===== config.mk =====
export PLATFORM = sky130hd
export DESIGN_NAME = cpc_top
export DESIGN_NICKNAME = d
export VERILOG_FILES = /design/src/cpc_pkg.sv /design/src/cpc_ctrl_if.sv /design/src/cpc_sequencer.sv /design/src/cpc_top.sv
export SDC_FILE = /design/constraint.sdc
export NUM_CORES = 1
export LEC_CHECK = 0
export BUFFER_PORTS_ARGS = -buffer_cell sky130_fd_sc_hd__buf_4
export CAP_MARGIN = 40
export CORE_ASPECT_RATIO = 1.1
export CORE_UTILIZATION = 45
export CTS_CLUSTER_DIAMETER = 150
export CTS_CLUSTER_SIZE = 25
export DETAILED_ROUTE_END_ITERATION = 10
export PLACE_DENSITY = 0.87
export SLEW_MARGIN = 20
export SYNTH_ARGS = -nofsm -noshare
export SYNTH_HDL_FRONTEND = slang
export SYNTH_SLANG_ARGS = --single-unit

===== constraint.sdc =====
create_clock -name aclk -period 2.1 [get_ports aclk]
set_input_delay 0.315 -clock aclk [delete_from_list [all_inputs] [get_ports aclk]]
set_output_delay 0.315 -clock aclk [all_outputs]
set_load 0.01 [all_outputs]

===== src/cpc_pkg.sv =====
// package of register map, field layout and timing constants for the pump control block
package cpc_pkg;
  // control offset 0x020D is not word aligned: kept as index, byte address = 4 * index
  localparam logic [11:0] CPC_CTRL_INDEX = 12'h20D;
  localparam logic [13:0] CPC_CTRL_ADDR = {CPC_CTRL_INDEX, 2'b00};
  localparam logic [13:0] CPC_IRQ_STATUS_ADDR = 14'h0840;
  localparam logic [13:0] CPC_IRQ_CLEAR_ADDR = 14'h0844;
  localparam logic [13:0] CPC_IRQ_ENABLE_ADDR = 14'h0848;
  // control register fields
  localparam int CPC_MODE_HI = 7;
  localparam int CPC_MODE_LO = 6;
  localparam int CPC_OSC_SEL_BIT = 5;
  localparam int CPC_REQ_BIT = 2;
  localparam int CPC_THR_BIT = 1;
  localparam int CPC_RDY_BIT = 0;
  localparam logic [7:0] CPC_CTRL_RESET = 8'h00;
  localparam logic [7:0] CPC_CTRL_WMASK = 8'hE0;
  // interrupt status bits
  localparam int CPC_IRQ_WIDTH = 3;
  localparam int CPC_IRQ_RDY_BIT = 0;
  localparam int CPC_IRQ_THR_FALL_BIT = 1;
  localparam int CPC_IRQ_REQ_BIT = 2;
  localparam logic [2:0] CPC_IRQ_RESET = 3'h0;
  // settle time of the pump before it reports steady state
  localparam int CPC_CLK_MHZ = 50;
  localparam int CPC_SETTLE_US = 10;
  localparam int CPC_SETTLE_CYCLES = CPC_SETTLE_US * CPC_CLK_MHZ;
  localparam int CPC_SETTLE_W = 10;
  // axi responses
  localparam logic [1:0] CPC_RESP_OKAY = 2'h0;
  localparam logic [1:0] CPC_RESP_SLVERR = 2'h2;
  typedef enum logic [1:0] {
    CPC_MODE_OFF,
    CPC_MODE_ADC_AUTO,
    CPC_MODE_AUTO,
    CPC_MODE_ON
  } cpc_mode_t;
  typedef enum {
    CPC_ST_OFF,
    CPC_ST_SETTLE,
    CPC_ST_READY
  } cpc_state_t;
endpackage : cpc_pkg


===== src/cpc_ctrl_if.sv =====
// interface carrying pump control between register block and pump sequencer
`timescale 1ns/1ps
`default_nettype none
interface cpc_ctrl_if;
  logic [1:0] mode;
  logic osc_sel;
  logic pump_enable;
  logic settled;
  logic [1:0] clk_source;
  modport regs (output mode, output osc_sel, input pump_enable, input settled, input clk_source);
  modport seq (input mode, input osc_sel, output pump_enable, output settled, output clk_source);
endinterface : cpc_ctrl_if
`default_nettype wire


===== src/cpc_sequencer.sv =====
// pump enable decision, oscillator selection and settle timer
`timescale 1ns/1ps
`default_nettype none
module cpc_sequencer
  import cpc_pkg::*;
(
  input wire logic aclk,
  input wire logic aresetn,
  input wire logic supply_above,
  input wire logic converter_on,
  input wire logic conversion_active,
  cpc_ctrl_if.seq ctl
);
  cpc_state_t state;
  cpc_state_t next_state;
  logic [CPC_SETTLE_W-1:0] settle_count;
  logic want_on;

  // mode decode into a pump enable
  always_comb begin
    case (cpc_mode_t'(ctl.mode))
      CPC_MODE_ON: want_on = 1'b1;
      CPC_MODE_AUTO: want_on = ~supply_above;
      CPC_MODE_ADC_AUTO: want_on = converter_on & ~supply_above;
      default: want_on = 1'b0;
    endcase
  end

  // 0 internal pump osc, 1 converter rc osc, 2 divided system osc
  assign ctl.clk_source = ctl.osc_sel ? 2'h0
                        : (conversion_active ? 2'h2 : 2'h1);
  assign ctl.pump_enable = want_on;
  // gated by the decision so ready never lingers a cycle past switch-off
  assign ctl.settled = (state == CPC_ST_READY) && want_on;

  // settle state machine; any switch-off drops ready at once
  always_comb begin
    next_state = state;
    case (state)
      CPC_ST_OFF: if (want_on) next_state = CPC_ST_SETTLE;
      CPC_ST_SETTLE: begin
        if (!want_on) next_state = CPC_ST_OFF;
        else if (settle_count == CPC_SETTLE_W'(CPC_SETTLE_CYCLES - 1)) next_state = CPC_ST_READY;
      end
      CPC_ST_READY: if (!want_on) next_state = CPC_ST_OFF;
      default: next_state = CPC_ST_OFF;
    endcase
  end

  always_ff @(posedge aclk) begin
    if (!aresetn) begin
      state <= CPC_ST_OFF;
      settle_count <= '0;
    end else begin
      state <= next_state;
      settle_count <= (state == CPC_ST_SETTLE) ? settle_count + 1'b1 : '0;
    end
  end
endmodule : cpc_sequencer
`default_nettype wire


===== src/cpc_top.sv =====
// charge pump control: axi4-lite registers, input synchronisers and interrupts
//
// Function
// - mode 11 turns the pump on unconditionally
// - mode 10 turns the pump on while supply is below threshold
// - mode 01 compares supply only while a converter is enabled
// - mode resets to 00 and writing 00 turns the pump off
// - oscillator select 1 clocks the pump from its internal oscillator
// - select 0 and conversion idle clocks pump from converter rc oscillator
// - select 0 and conversion active clocks pump from divided system oscillator
// - threshold bit reads 1 above threshold, 0 below, continuously
// - ready bit reads 1 only once the pump has settled
// - request bit reads 1 while an analog peripheral requests the pump
// - control byte: mode 7:6, osc select 5, request 2, threshold 1, ready 0
//
// The AXI4-Lite register port was chosen for this implementation.
`timescale 1ns/1ps
`default_nettype none
module cpc_top
  import cpc_pkg::*;
(
  input wire logic aclk,
  input wire logic aresetn,
  input wire logic [13:0] s_axi_awaddr,
  input wire logic s_axi_awvalid,
  output logic s_axi_awready,
  input wire logic [31:0] s_axi_wdata,
  input wire logic [3:0] s_axi_wstrb,
  input wire logic s_axi_wvalid,
  output logic s_axi_wready,
  output logic [1:0] s_axi_bresp,
  output logic s_axi_bvalid,
  input wire logic s_axi_bready,
  input wire logic [13:0] s_axi_araddr,
  input wire logic s_axi_arvalid,
  output logic s_axi_arready,
  output logic [31:0] s_axi_rdata,
  output logic [1:0] s_axi_rresp,
  output logic s_axi_rvalid,
  input wire logic s_axi_rready,
  input wire logic supply_above_threshold,
  input wire logic converter_on_bit,
  input wire logic converter_conversion_active,
  input wire logic pump_request,
  output logic pump_enable,
  output logic [1:0] pump_clock_select,
  output logic irq
);
  cpc_ctrl_if ctl ();

  // three-stage synchronisers; value taken when stages two and three agree
  logic [2:0] s_thr;
  logic [2:0] s_on;
  logic [2:0] s_go;
  logic [2:0] s_req;
  logic thr;
  logic conv_on;
  logic conv_go;
  logic req;

  always_ff @(posedge aclk) begin
    if (!aresetn) begin
      s_thr <= 3'h0;
      s_on <= 3'h0;
      s_go <= 3'h0;
      s_req <= 3'h0;
      thr <= 1'b0;
      conv_on <= 1'b0;
      conv_go <= 1'b0;
      req <= 1'b0;
    end else begin
      s_thr <= {s_thr[1:0], supply_above_threshold};
      s_on <= {s_on[1:0], converter_on_bit};
      s_go <= {s_go[1:0], converter_conversion_active};
      s_req <= {s_req[1:0], pump_request};
      if (s_thr[2] == s_thr[1]) thr <= s_thr[2];
      if (s_on[2] == s_on[1]) conv_on <= s_on[2];
      if (s_go[2] == s_go[1]) conv_go <= s_go[2];
      if (s_req[2] == s_req[1]) req <= s_req[2];
    end
  end

  cpc_sequencer u_seq (
    .aclk(aclk),
    .aresetn(aresetn),
    .supply_above(thr),
    .converter_on(conv_on),
    .conversion_active(conv_go),
    .ctl(ctl.seq)
  );

  // software state
  logic [1:0] mode;
  logic osc_sel;
  logic [CPC_IRQ_WIDTH-1:0] irq_status;
  logic [CPC_IRQ_WIDTH-1:0] irq_enable;
  assign ctl.mode = mode;
  assign ctl.osc_sel = osc_sel;

  // write channel: address and data caught independently, any order
  logic aw_held;
  logic w_held;
  logic [13:0] aw_addr;
  logic [31:0] w_data;
  logic [3:0] w_strb;
  assign s_axi_awready = !aw_held && !s_axi_bvalid;
  assign s_axi_wready = !w_held && !s_axi_bvalid;
  wire do_write = aw_held && w_held && !s_axi_bvalid;
  wire wr_ctrl = do_write && (aw_addr == CPC_CTRL_ADDR);
  wire wr_clear = do_write && (aw_addr == CPC_IRQ_CLEAR_ADDR);
  wire wr_enable = do_write && (aw_addr == CPC_IRQ_ENABLE_ADDR);
  wire wr_status = do_write && (aw_addr == CPC_IRQ_STATUS_ADDR);
  wire wr_known = wr_ctrl || wr_clear || wr_enable || wr_status;

  always_ff @(posedge aclk) begin
    if (!aresetn) begin
      aw_held <= 1'b0;
      w_held <= 1'b0;
      aw_addr <= 14'h0000;
      w_data <= 32'h00000000;
      w_strb <= 4'h0;
      s_axi_bvalid <= 1'b0;
      s_axi_bresp <= CPC_RESP_OKAY;
    end else begin
      if (s_axi_awvalid && s_axi_awready) begin
        aw_held <= 1'b1;
        aw_addr <= {s_axi_awaddr[13:2], 2'b00};
      end
      if (s_axi_wvalid && s_axi_wready) begin
        w_held <= 1'b1;
        w_data <= s_axi_wdata;
        w_strb <= s_axi_wstrb;
      end
      if (do_write) begin
        aw_held <= 1'b0;
        w_held <= 1'b0;
        s_axi_bvalid <= 1'b1;
        s_axi_bresp <= wr_known ? CPC_RESP_OKAY : CPC_RESP_SLVERR;
      end else if (s_axi_bvalid && s_axi_bready) begin
        s_axi_bvalid <= 1'b0;
      end
    end
  end

  // control fields; only lane 0 and bits 7:5 are writable
  always_ff @(posedge aclk) begin
    if (!aresetn) begin
      mode <= CPC_CTRL_RESET[CPC_MODE_HI:CPC_MODE_LO];
      osc_sel <= CPC_CTRL_RESET[CPC_OSC_SEL_BIT];
      irq_enable <= CPC_IRQ_RESET;
    end else begin
      if (wr_ctrl && w_strb[0]) begin
        mode <= w_data[CPC_MODE_HI:CPC_MODE_LO];
        osc_sel <= w_data[CPC_OSC_SEL_BIT];
      end
      if (wr_enable && w_strb[0]) irq_enable <= w_data[CPC_IRQ_WIDTH-1:0];
    end
  end

  // events: pump became ready, supply fell below threshold, new request
  logic rdy_d;
  logic thr_d;
  logic req_d;
  logic [CPC_IRQ_WIDTH-1:0] events;
  logic [CPC_IRQ_WIDTH-1:0] clr_bits;
  assign events[CPC_IRQ_RDY_BIT] = ctl.settled && !rdy_d;
  assign events[CPC_IRQ_THR_FALL_BIT] = !thr && thr_d;
  assign events[CPC_IRQ_REQ_BIT] = req && !req_d;
  assign clr_bits = (wr_clear && w_strb[0]) ? w_data[CPC_IRQ_WIDTH-1:0] : '0;

  // set wins over clear so an event in the clearing cycle survives
  always_ff @(posedge aclk) begin
    if (!aresetn) begin
      rdy_d <= 1'b0;
      thr_d <= 1'b0;
      req_d <= 1'b0;
      irq_status <= CPC_IRQ_RESET;
    end else begin
      rdy_d <= ctl.settled;
      thr_d <= thr;
      req_d <= req;
      irq_status <= (irq_status & ~clr_bits) | events;
    end
  end

  // read path: one register stage, address decoded by if chain
  logic [7:0] ctrl_view;
  assign ctrl_view = {mode, osc_sel, 2'b00, req, thr, ctl.settled};
  logic [31:0] rd_value;
  logic rd_known;
  always_comb begin
    rd_value = 32'h00000000;
    rd_known = 1'b1;
    if (s_axi_araddr[13:2] == CPC_CTRL_INDEX) begin
      rd_value = {24'h000000, ctrl_view};
    end else if ({s_axi_araddr[13:2], 2'b00} == CPC_IRQ_STATUS_ADDR) begin
      rd_value = {29'h00000000, irq_status};
    end else if ({s_axi_araddr[13:2], 2'b00} == CPC_IRQ_ENABLE_ADDR) begin
      rd_value = {29'h00000000, irq_enable};
    end else if ({s_axi_araddr[13:2], 2'b00} == CPC_IRQ_CLEAR_ADDR) begin
      rd_value = 32'h00000000;
    end else begin
      rd_known = 1'b0;
    end
  end

  assign s_axi_arready = !s_axi_rvalid;
  always_ff @(posedge aclk) begin
    if (!aresetn) begin
      s_axi_rvalid <= 1'b0;
      s_axi_rdata <= 32'h00000000;
      s_axi_rresp <= CPC_RESP_OKAY;
    end else if (s_axi_arvalid && s_axi_arready) begin
      s_axi_rvalid <= 1'b1;
      s_axi_rdata <= rd_value;
      s_axi_rresp <= rd_known ? CPC_RESP_OKAY : CPC_RESP_SLVERR;
    end else if (s_axi_rvalid && s_axi_rready) begin
      s_axi_rvalid <= 1'b0;
    end
  end

  // outputs to the analog pump
  assign pump_enable = ctl.pump_enable;
  assign pump_clock_select = ctl.clk_source;
  assign irq = |(irq_status & irq_enable);
endmodule : cpc_top
`default_nettype wire


---- Word-level counts from Yosys, hierarchy flattened ----
Index checks and enable logic that the tools add are counted.
word-level totals
  input bits .............................. 75
  word-level logic and storage cells ...... 117
  flip-flop bits (word level) ............. 131
cells by class
  add/subtract/negate cells ............... 1
  muxes and demuxes ....................... 22
  reduce and logical (&&, ||, !) cells .... 37
  bitwise logic cells ..................... 7
  eq/ne operators ......................... 23
operators with widths
  kind                   number
  $mux 32                4
  $eq 12x10->1 const B   8
  $pmux 32 s3            1
  $eq 32x2->1 const B    2
  $eq 32x1->1 const B    1
  $eq 32x3->1 const B    1
  $logic_not 32->1       1
  $logic_and 1x1->1      20
  $add 10x1->10 const B  1
  $eq 10x9->1 const B    1
  $mux 3                 3
  $mux 1                 8
  $mux 2                 4
  $mux 8                 1
  $logic_not 1->1        7
  $and 3x3->3            2
  $eq 1x1->1             4
  $eq 2x2->1 const B     2
  $reduce_bool 2->1      2
  $logic_or 1x1->1       3
  $ne 3x3->1 const B     1
  $not 3->3              1
  $or 3x3->3             1
  $pmux 1 s3             1
  other kinds (9)        10

---- Logic depth before layout (Yosys ltp) ----
Gate-level depths: netlist of run 1.
  word-level depth ........................ 8
  gate-level depth with buffers ........... 5
  gate-level depth less buffers ........... 5

---- By module ----
A second synthesis of run 1 with hierarchy kept.
second synthesis, totals
  cells, all modules ...................... 332
  area total of the unflattened synthesis .. 2996.6 um^2
modules (own cells, without submodules)
  module         seq. area each (um^2)  area each (um^2)  cells each  times used
  cpc_top        1181.1                 2443.6            269         1
  cpc_sequencer  240.2                  553.0             63          1

---- Worst setup path before layout of run 1 ----
OpenSTA, ideal clock, no wires.
  path type ............................... flip-flop to flip-flop
  start point ............................. register aw_addr[10]
  end point ............................... register irq_status[0]
  cell stages (with the launch flop) ...... 5
  library setup time ...................... 0.132 ns
  buffers on the path ..................... 0
  setup slack ............................. 0.256 ns
  arrival time ............................ 1.712 ns
  clock period less this slack ............ 1.844 ns
  path through ............................ dfxtp_1 > or4b_4 > or4_4 > o41ai_1 > a21oi_1
between the ends
  word-level cells in the longest chain between the ends .. 7
ends and longest elaborated chain
  item                    line            source
  from (decl)             cpc_top.sv:103  logic [13:0] aw_addr;
  from (signal assigned)  cpc_top.sv:127  aw_addr <= {s_axi_awaddr[13:2], 2'b00};
  $eq 12x10->1            cpc_top.sv:110  wire wr_clear = do_write && (aw_addr == CPC_IRQ_CLEAR_ADDR);
  $logic_and 1x1->1       cpc_top.sv:110
  $logic_and 1x1->1       cpc_top.sv:169  assign clr_bits = (wr_clear && w_strb[0]) ? w_data[CPC_IRQ_WIDTH-1:0] : '0;
  $mux 3                  cpc_top.sv:169
  $not 3->3               cpc_top.sv:182  irq_status <= (irq_status & ~clr_bits) | events;
  $and 3x3->3             cpc_top.sv:182
  $or 3x3->3              cpc_top.sv:182
  to (signal assigned)    cpc_top.sv:182
  to (decl)               cpc_top.sv:95   logic [CPC_IRQ_WIDTH-1:0] irq_status;
Every way passes these cells.
A chain may end at the register's enable or synchronous reset.

---- Worst setup path in the final report of run 1 ----
  start point ............................. register aw_addr[10]
  end point ............................... register irq_status[1]
Same word-level chain as after synthesis.

==> impl_metrics.yaml, run 1 <==
status:
  status: "completed"
sta:
  fin_ws_ps: 76.84
  fin_crit_sh: 0.9634
  slew-limit-headroom: 0.6165
  rsz0062_at_grt: "no"
  final.min_clock_period_ps: 2023
  setup_viol: 0
  tns_ps: 0
  maxSlewViolCount: 0
  max_freq_mhz: 494.3
  final_hold_viol_count: 0
  clock_skew_ps: 7.060
  tightest_slew_ps: 570.0
cts:
  cts_resized: 0
  clock_latency_ps: 350
  numCtsBuffers: 9
  cts.sinks: 71
  hold_buffers: 0
  clk_path_buf_depth: 2
  htree_levels: 3
  path_clk_slew_ps: 70
  clock-root-buffer: "clkbuf_8"
  postCtsSetupRepairBufs: 0
  cts_tree: "built"
run:
  maxCapViolations: 0
global_routing:
  grtUsageTotal: 0.1856
  grt_max_degree: 37
  antenna_found_initial: 0
  grt_pass1_wl_um: 9818
  grt_pass1_vias: 2265
  overflow: 0
critical_path:
  critPathRequiredTime_ps: 2320
  r2r_setup_slack_ps: 80
  r2r_cells: 4
  crit_end: "irq_status[1]"
  r2r-start: "aw_addr[10]"
  crit_path_max_fanout: 6
  crit_path_cell_trace: "or4b_4, or4_4, o41ai_1, a21oi_1"
  cp.depth: 4
  cpPeakStageDelay_ps: 580
  startpoint_type: "register"
  rr_endpoint: "irq_status[1]"
  critPathCaptureType: "register"
  path_buf_inv: 0
  cpMaxStageDelayCell: "or4_4"
  worstSetupPathType: "reg2reg"
  crit_family: "simple AND/OR/NAND/NOR gates"
  cp.arrival_ps: 2250
  crit_path_start: "aw_addr[10]"
die:
  core_mm2: 0.006269
  die_area_mm2: 0.006887
  core.rowCount: 30
  die_w_um: 79.22
  die-height_um: 86.94
  io_pins: 120
  initial_core_util: 0.4709
pwr:
  power_uw: 2909
  p_per_area_mw_per_mm2: 810.3
  vdd_drop_max_mv: 0.4766
  power.leakage_uw: 0.001432
route:
  vias_per_cell: 5.080
  vias: 2479
  drt_first_pass_iters: 4
  drtIter0Drc: 145
  route.detailed.drc: 0
  avgRoutedWirePerCell_um: 12.32
  drt-total-wl_um: 6010
  antenna_left: 0
synth:
  ys_seq_area_frac: 0.4816
  synth_common_cells: "71 x dfxtp_1, 43 x nand2_1, 35 x nor2_1"
  synth_cell_types: 47
  synth_edf_count: 0
  synth_flop_cell: "dfxtp_1"
  synth_top_area_share: 0.4816
  synthTopCellsByArea: "dfxtp_1 48%, buf_4 7.1%, a21oi_1 5.6%, nand2_1 5.5%, nor2_1 4.5%"
  yosys_warnings: 0
  avgSynthCellArea_um2: 8.630
  synth-seq-cells: 71
  async_reset_ff_frac: 0
  yosysTopAreaCell: "dfxtp_1"
  syn_inst: 342
  yosysMostFrequentCell: "dfxtp_1"
  syn_area_mm2: 0.002952
worst_hold_path:
  hold_path.class: "in2reg"
place:
  port_buffers: 58
  gp_congestion: 0.8050
  place_ws_ps: 133.0
  placed_area_mm2: 0.003358
  dp_hpwl_um: 4319
cells_and_area:
  fillers: 553
  diodes: 0
  area_growth_pct: 21.62
  design_area_mm2: 0.003590
  drive_gt1_frac: 0.2083
  finalNetCount: 479
  fin_util: 0.5727
## worst register-to-register path, cell delays in order, from the launching register on
cell and delay [ps]:
dfxtp_1 310, or4b_4 570, or4_4 580, o41ai_1 330
a21oi_1 110
## how the worst min path moves through the flow
stage                            start  slack (ps)      endpoint  cells past startpoint
final                     s_axi_rready         150  s_axi_rvalid                      2
after global routing      s_axi_rready         150  s_axi_rvalid                      2
after global placement        s_thr[0]         420      s_thr[1]                      1
after detailed placement      s_thr[0]         420      s_thr[1]                      1
after floorplan                s_go[0]         410       s_go[1]                      1
after CTS                 s_axi_rready         140  s_axi_rvalid                      2
## cell families (layout without fill, tap and decap cells)
family / Yosys count / count (layout) / share of synthesized area
AND/OR/NAND/NOR: 147 / 147 / 0.2527
flip-flops: 71 / 71 / 0.4816
AO/OA/AOI/OAI: 61 / 61 / 0.1225
buffers and inverters: 48 / 87 / 0.09707
XOR/XNOR: 8 / 8 / 0.02374
multiplexers: 5 / 5 / 0.01696
adder cells (fa/ha/maj): 1 / 1 / 0.004238
other: 1 / 28 / 0.001271
## layout by cell type, fill, tap and decap left out, types with 2 or more instances in the layout
cell        instances
dfxtp_1            71
buf_4              60
nand2_1            43
nor2_1             35
a21oi_1            33
conb_1             28
and2_1             14
o21ai_0            12
nand3_1            12
clkbuf_8           11
inv_1              10
nand2b_1            7
nor3_1              6
mux2i_1             5
a22o_1              4
nor4_1              4
xnor2_1             4
xor2_1              4
nor2b_1             3
nand4_1             3
o41ai_1             3
or3_2               2
or4_1               2
or3b_2              2
and3b_1             2
nor4b_1             2
nor3b_1             2
o221ai_1            2
bufinv_16           2
clkinvlp_4          2
## final cells by class
| cell class | instances | area (µm²) | area share |
|---|---|---|---|
| clock buffers | 11 | 151.4 | 0.04217 |
| repair buffers | 60 | 450.4 | 0.1255 |
| flip-flops and latches | 71 | 1421 | 0.3960 |
| multi-input cells | 250 | 1345 | 0.3747 |
| inverters | 11 | 41.29 | 0.01150 |
| well taps | 80 | 100.1 | 0.02788 |
| clock inverters | 5 | 80.08 | 0.02231 |
## sequential cells by signal (all words and copies together) (netlist names), 2 cells and up
signal              cells
aw_addr                12
u_seq.settle_count     10
s_axi_rdata             6
w_data                  6
irq_enable              3
irq_status              3
s_go                    3
s_on                    3
s_req                   3
s_thr                   3
ctl.mode                2
u_seq.state             2
## layer usage
| layer | up-vias | routed length [µm] | track usage |
|---|---|---|---|
| li1 | 1235 | - | - |
| met1 | 1144 | 2498 | 0.2061 |
| met2 | 89 | 3008 | 0.3284 |
| met3 | 11 | 403 | 0.04817 |
| met4 | 0 | 100 | 0.08926 |
| met5 | - | 0 | 0 |
## per-stage QoR
step	std cells	hold WS [ps]
2_1_floorplan	369	411.9
3_3_place_gp	472	416.6
3_5_place_dp	472	422.2
4_1_cts	488	143.2
5_1_grt	488	148.9
6_report	488	146.5
## report_power, final
group / total, µW / internal, µW / switching [µW]
combinational: 253 / 116 / 137
sequential: 1420 / 1390 / 29.7
clock: 1240 / 731 / 504
total: 2910 / 2240 / 671
(Power assumes the default switching activity.)
==> run 2: changes to the inputs <==
- ABC_AREA: default -> 1
- PLACE_DENSITY: 0.87 -> 0.86
==> run 2 against run 1 <==
  * Worst hold slack improved by 14 ps
  * Final cell count grew 17%
  * Total power shrank 7.2%
  * Combinational power rose by 15%
==> impl_metrics.yaml, run 2 <==
synth:
  syn_area_mm2: 0.003119
  avgSynthCellArea_um2: 7.374
  async_reset_ff_frac: 0
  synth_common_cells: "78 x nand2_1, 77 x nor2_1, 71 x dfxtp_1"
  synth-seq-cells: 71
  synth_top_area_share: 0.4557
  synth_edf_count: 0
  synth_cell_types: 36
  yosys_warnings: 0
  yosysTopAreaCell: "dfxtp_1"
  syn_inst: 423
  synthTopCellsByArea: "dfxtp_1 46%, nand2_1 9.4%, nor2_1 9.3%, buf_4 7.2%, inv_1 6.0%"
  yosysMostFrequentCell: "nand2_1"
  ys_seq_area_frac: 0.4557
  synth_flop_cell: "dfxtp_1"
pwr:
  power.leakage_uw: 0.001763
  p_sw_uw: 651.7
  clkPwrFrac: 0.358
  seqPwrFrac: 0.534
  swShare: 0.2416
  vdd_drop_max_mv: 0.4946
  p_int_uw: 2046
  p_per_area_mw_per_mm2: 730.1
  comb_power_share: 0.108
route:
  avgRoutedWirePerCell_um: 10.56
  drt-total-wl_um: 6027
  drt_first_pass_iters: 7
  route.detailed.drc: 0
  drtIter0Drc: 134
  antenna_left: 0
  vias_per_cell: 4.727
  vias: 2699
place:
  gp_congestion: 0.8116
  port_buffers: 58
  dp_hpwl_um: 4542
cts:
  clock-root-buffer: "clkbuf_8"
  cts.sinks: 71
  clock_latency_ps: 330
  clk_path_buf_depth: 2
  htree_levels: 3
  postCtsSetupRepairBufs: 0
  numCtsBuffers: 9
  cts_tree: "built"
  cts_resized: 0
  path_clk_slew_ps: 70
  hold_buffers: 0
global_routing:
  grtUsageTotal: 0.1840
  grt_pass1_wl_um: 10220
  antenna_found_initial: 0
  overflow: 0
  grt_max_degree: 38
  grt_pass1_vias: 2552
cells_and_area:
  area_growth_pct: 18.45
  mostFrequentLayoutCells: "78 x nand2_1, 77 x nor2_1, 71 x dfxtp_1"
  diodes: 0
  largest_register_ffs: 12
  drive_gt1_frac: 0.1800
  mostFrequentLayoutCell: "nand2_1"
  fin_util: 0.5571
  finalNetCount: 561
  largestRegisters: "aw_addr (12), u_seq.settle_count (10)"
  top_register: "aw_addr"
sta:
  rsz0062_at_grt: "no"
  maxSlewViolCount: 0
  holdWs_ps: 160.9
  final_hold_viol_count: 0
  clock_skew_ps: 5.972
  fin_crit_sh: 0.7547
  setup_viol: 0
  max_freq_mhz: 631.0
  final.min_clock_period_ps: 1585
  tns_ps: 0
die:
  die_area_mm2: 0.007269
  core.rowCount: 31
  die_w_um: 81.38
  io_pins: 120
  initial_core_util: 0.4703
  die-height_um: 89.32
  core_mm2: 0.006633
worst_hold_path:
  hold_path.class: "in2reg"
critical_path:
  critPathCaptureType: "output port"
  cp.arrival_ps: 1270
  critPathRequiredTime_ps: 1780
  startpoint_type: "register"
  crit_path_max_fanout: 4
  worstSetupPathType: "reg2out"
run:
  maxCapViolations: 0
status:
  status: "completed"
-- run 2: cell count changes in the layout (fill, tap and decap cells not counted), moves of 5 or more --
cell      change
mux2i_1       -5
o21ai_0      +21
nand2b_1      -7
a21oi_1      -10
and2_1       -14
nand3_1       +7
nand2_1      +35
inv_1        +40
nor2_1       +42
-- run 2: worst max-delay path, stage by stage, from the launching register on --
cell and delay, ps:
dfxtp_1 360, inv_1 110, nand2_1 80, nand2_1 50, nand2_1 110, inv_1 80, buf_4 140
-- run 2: final timing paths --
check	start	to	slack, ps	cells after the start
max reg2reg	s_axi_bvalid	aw_addr[9]	740	5
min	converter_conversion_active	s_go[0]	160	3
min reg2reg	s_go[0]	s_go[1]	420	2
max	thr	pump_enable	520	6
-- run 2: metrics by stage --
stage / power [µW] / setup WS (ps) / area (µm²) / std cells
after floorplan: 1680 / 895.9 / 3221 / 450
after global placement: 1749 / 766.6 / 3518 / 556
after detailed placement: 1760 / 744.0 / 3518 / 556
after CTS: 2713 / 516.1 / 3695 / 571
after global routing: 2835 / 442.6 / 3695 / 571
final: 2698 / 515.2 / 3695 / 571
-- run 2: area by class of cell --
class	instances	area (µm²)
Timing Repair Buffer	59	442.9
Inverter	53	202.7
Fill cell	606	2938
Sequential cell	71	1421
Multi-Input combinational cell	291	1349
Tap cell	82	102.6
Clock buffer	15	176.4
-- run 2: power groups by stage --
stage	combinational (µW)	clock, µW	sequential [µW]
2_1_floorplan	216	0	1460
3_3_place_gp	283	0	1470
3_5_place_dp	291	0	1470
4_1_cts	292	981	1440
5_1_grt	330	1060	1450
6_report	291	966	1440
-- run 2: layer usage --
metal  global-route usage  share of wire  vias up
met5                    0              0        -
met4              0.07305          0.012        0
met3              0.04388          0.047        7
met2               0.3455           0.51       74
met1               0.1955           0.43     1215
li1                     -              -     1403
-- run 2: logic make-up (layout without fill, tap and decap cells) --
group	count (synthesis)	in the layout	share of synthesized area
other	1	28	0.001202
AOI/OAI and AO/OA	62	62	0.1091
xor gates and xnor gates	1	1	0.002808
and+or+nand+nor	199	199	0.2828
buffers and inverters	88	127	0.1444
adders and majority gates	1	1	0.004011
DFF	71	71	0.4557
==> run 3: changes to the inputs <==
- clock period: 2.1 -> 1.6 ns (I/O delays scaled with it)
==> run 3 against run 2 <==
  * Register-to-register slack worse by 490 ps
  * Clock power is 17% higher
  * Combinational power up 36%
  * Clock skew shrank 2.2 ps
  * Worst hold slack got worse by 79 ps
  * Routed wire length increased by 3.3%
  * Final cell count did not move
  * First-iteration DRC count down 2.2%
==> impl_metrics.yaml, run 3 (synthesis gave the netlist of run 2 again) <==
cts:
  numCtsBuffers: 9
  hold_buffers: 0
  clock_latency_ps: 340
  clock-root-buffer: "clkbuf_8"
  cts_tree: "built"
  cts.sinks: 71
  clk_path_buf_depth: 2
  postCtsSetupRepairBufs: 0
  htree_levels: 3
  path_clk_slew_ps: 60
sta:
  fin_crit_sh: 0.9120
  rsz0062_at_grt: "no"
  max_freq_mhz: 685.3
  clock_skew_ps: 3.737
  holdWs_ps: 81.79
  maxSlewViolCount: 0
  final.min_clock_period_ps: 1459
  final_hold_viol_count: 0
  setup_viol: 0
  tns_ps: 0
global_routing:
  grt_pass1_wl_um: 10410
  grt_pass1_vias: 2546
  antenna_found_initial: 0
  overflow: 0
  grt_max_degree: 52
  grtUsageTotal: 0.1893
critical_path:
  startpoint_type: "register"
  cp.arrival_ps: 1220
  worstSetupPathType: "reg2out"
  crit_path_max_fanout: 4
  critPathCaptureType: "output port"
  critPathRequiredTime_ps: 1360
place:
  dp_hpwl_um: 4628
  port_buffers: 58
  gp_congestion: 0.8308
cells_and_area:
  mostFrequentLayoutCells: "77 x nand2_1, 77 x nor2_1, 71 x dfxtp_1"
  finalNetCount: 562
  diodes: 0
  area_growth_pct: 18.17
  top_register: "aw_addr"
  largestRegisters: "aw_addr (12), u_seq.settle_count (10)"
  largest_register_ffs: 12
  drive_gt1_frac: 0.1820
route:
  route.detailed.drc: 0
  drtIter0Drc: 131
  antenna_left: 0
  drt_first_pass_iters: 4
  vias: 2710
  avgRoutedWirePerCell_um: 10.91
  vias_per_cell: 4.746
  drt-total-wl_um: 6228
pwr:
  vdd_drop_max_mv: 0.7249
  p_per_area_mw_per_mm2: 927.3
  power_uw: 3418
  power.leakage_uw: 0.001760
run:
  maxCapViolations: 0
die:
  io_pins: 120
  die_area_mm2: 0.007269
  die-height_um: 89.32
  core_mm2: 0.006633
  initial_core_util: 0.4703
  die_w_um: 81.38
  core.rowCount: 31
status:
  status: "completed"
worst_hold_path:
  hold_path.class: "in2reg"
-- run 3: timing repair --
action / 4_1_cts / 5_1_grt
gates resized for setup: 0 / 1
endpoints found under the hold margin: 0 / 0
setup endpoints to repair: 0 / 1
-- run 3: path summary, 6_finish.rpt --
path                start     endpoint  slack [ps]  depth (start not counted)
max                   thr  pump_enable         140                          6
min          pump_request     s_req[0]          80                          3
max reg2reg  s_axi_bvalid  aw_addr[12]         250                          5
min reg2reg      s_thr[0]     s_thr[1]         420                          2
-- run 3: area by class of cell --
type	count	area, µm²
Fill cell	594	2947
Sequential cell	71	1421
Multi-Input combinational cell	291	1351
Timing Repair Buffer	60	462.9
Inverter	53	202.7
Clock buffer	12	135.1
Tap cell	82	102.6
Clock inverter	2	10.01
-- run 3: metal layers --
metal | vias up | share of wire | global-route usage
li1 | 1394 | - | -
met1 | 1216 | 0.41 | 0.1991
met2 | 82 | 0.50 | 0.3470
met3 | 18 | 0.061 | 0.04796
met4 | 0 | 0.027 | 0.09416
met5 | - | 0 | 0
-- run 3: power breakdown --
part	internal, µW	switching (µW)
registers	1840	46.7
clock network	541	590
logic	164	232
-- run 3: worst max-delay path, cell delays in order (launching register included) --
cell,delay (ps)
dfxtp_1,320
inv_1,150
nand2_1,70
nand2_1,80
nand2_2,70
inv_1,70
buf_4,110
-- run 3: per-stage QoR --
stage                     utilization  instances  setup WS [ps]  cell area, µm²
after floorplan                     -        450          395.9            3221
after global placement         0.5335        557          344.2            3538
after detailed placement       0.5335        557          279.8            3538
after CTS                      0.5554        571          86.66            3684
after global routing           0.5557        571          31.41            3686
final                          0.5557        571          140.8            3686
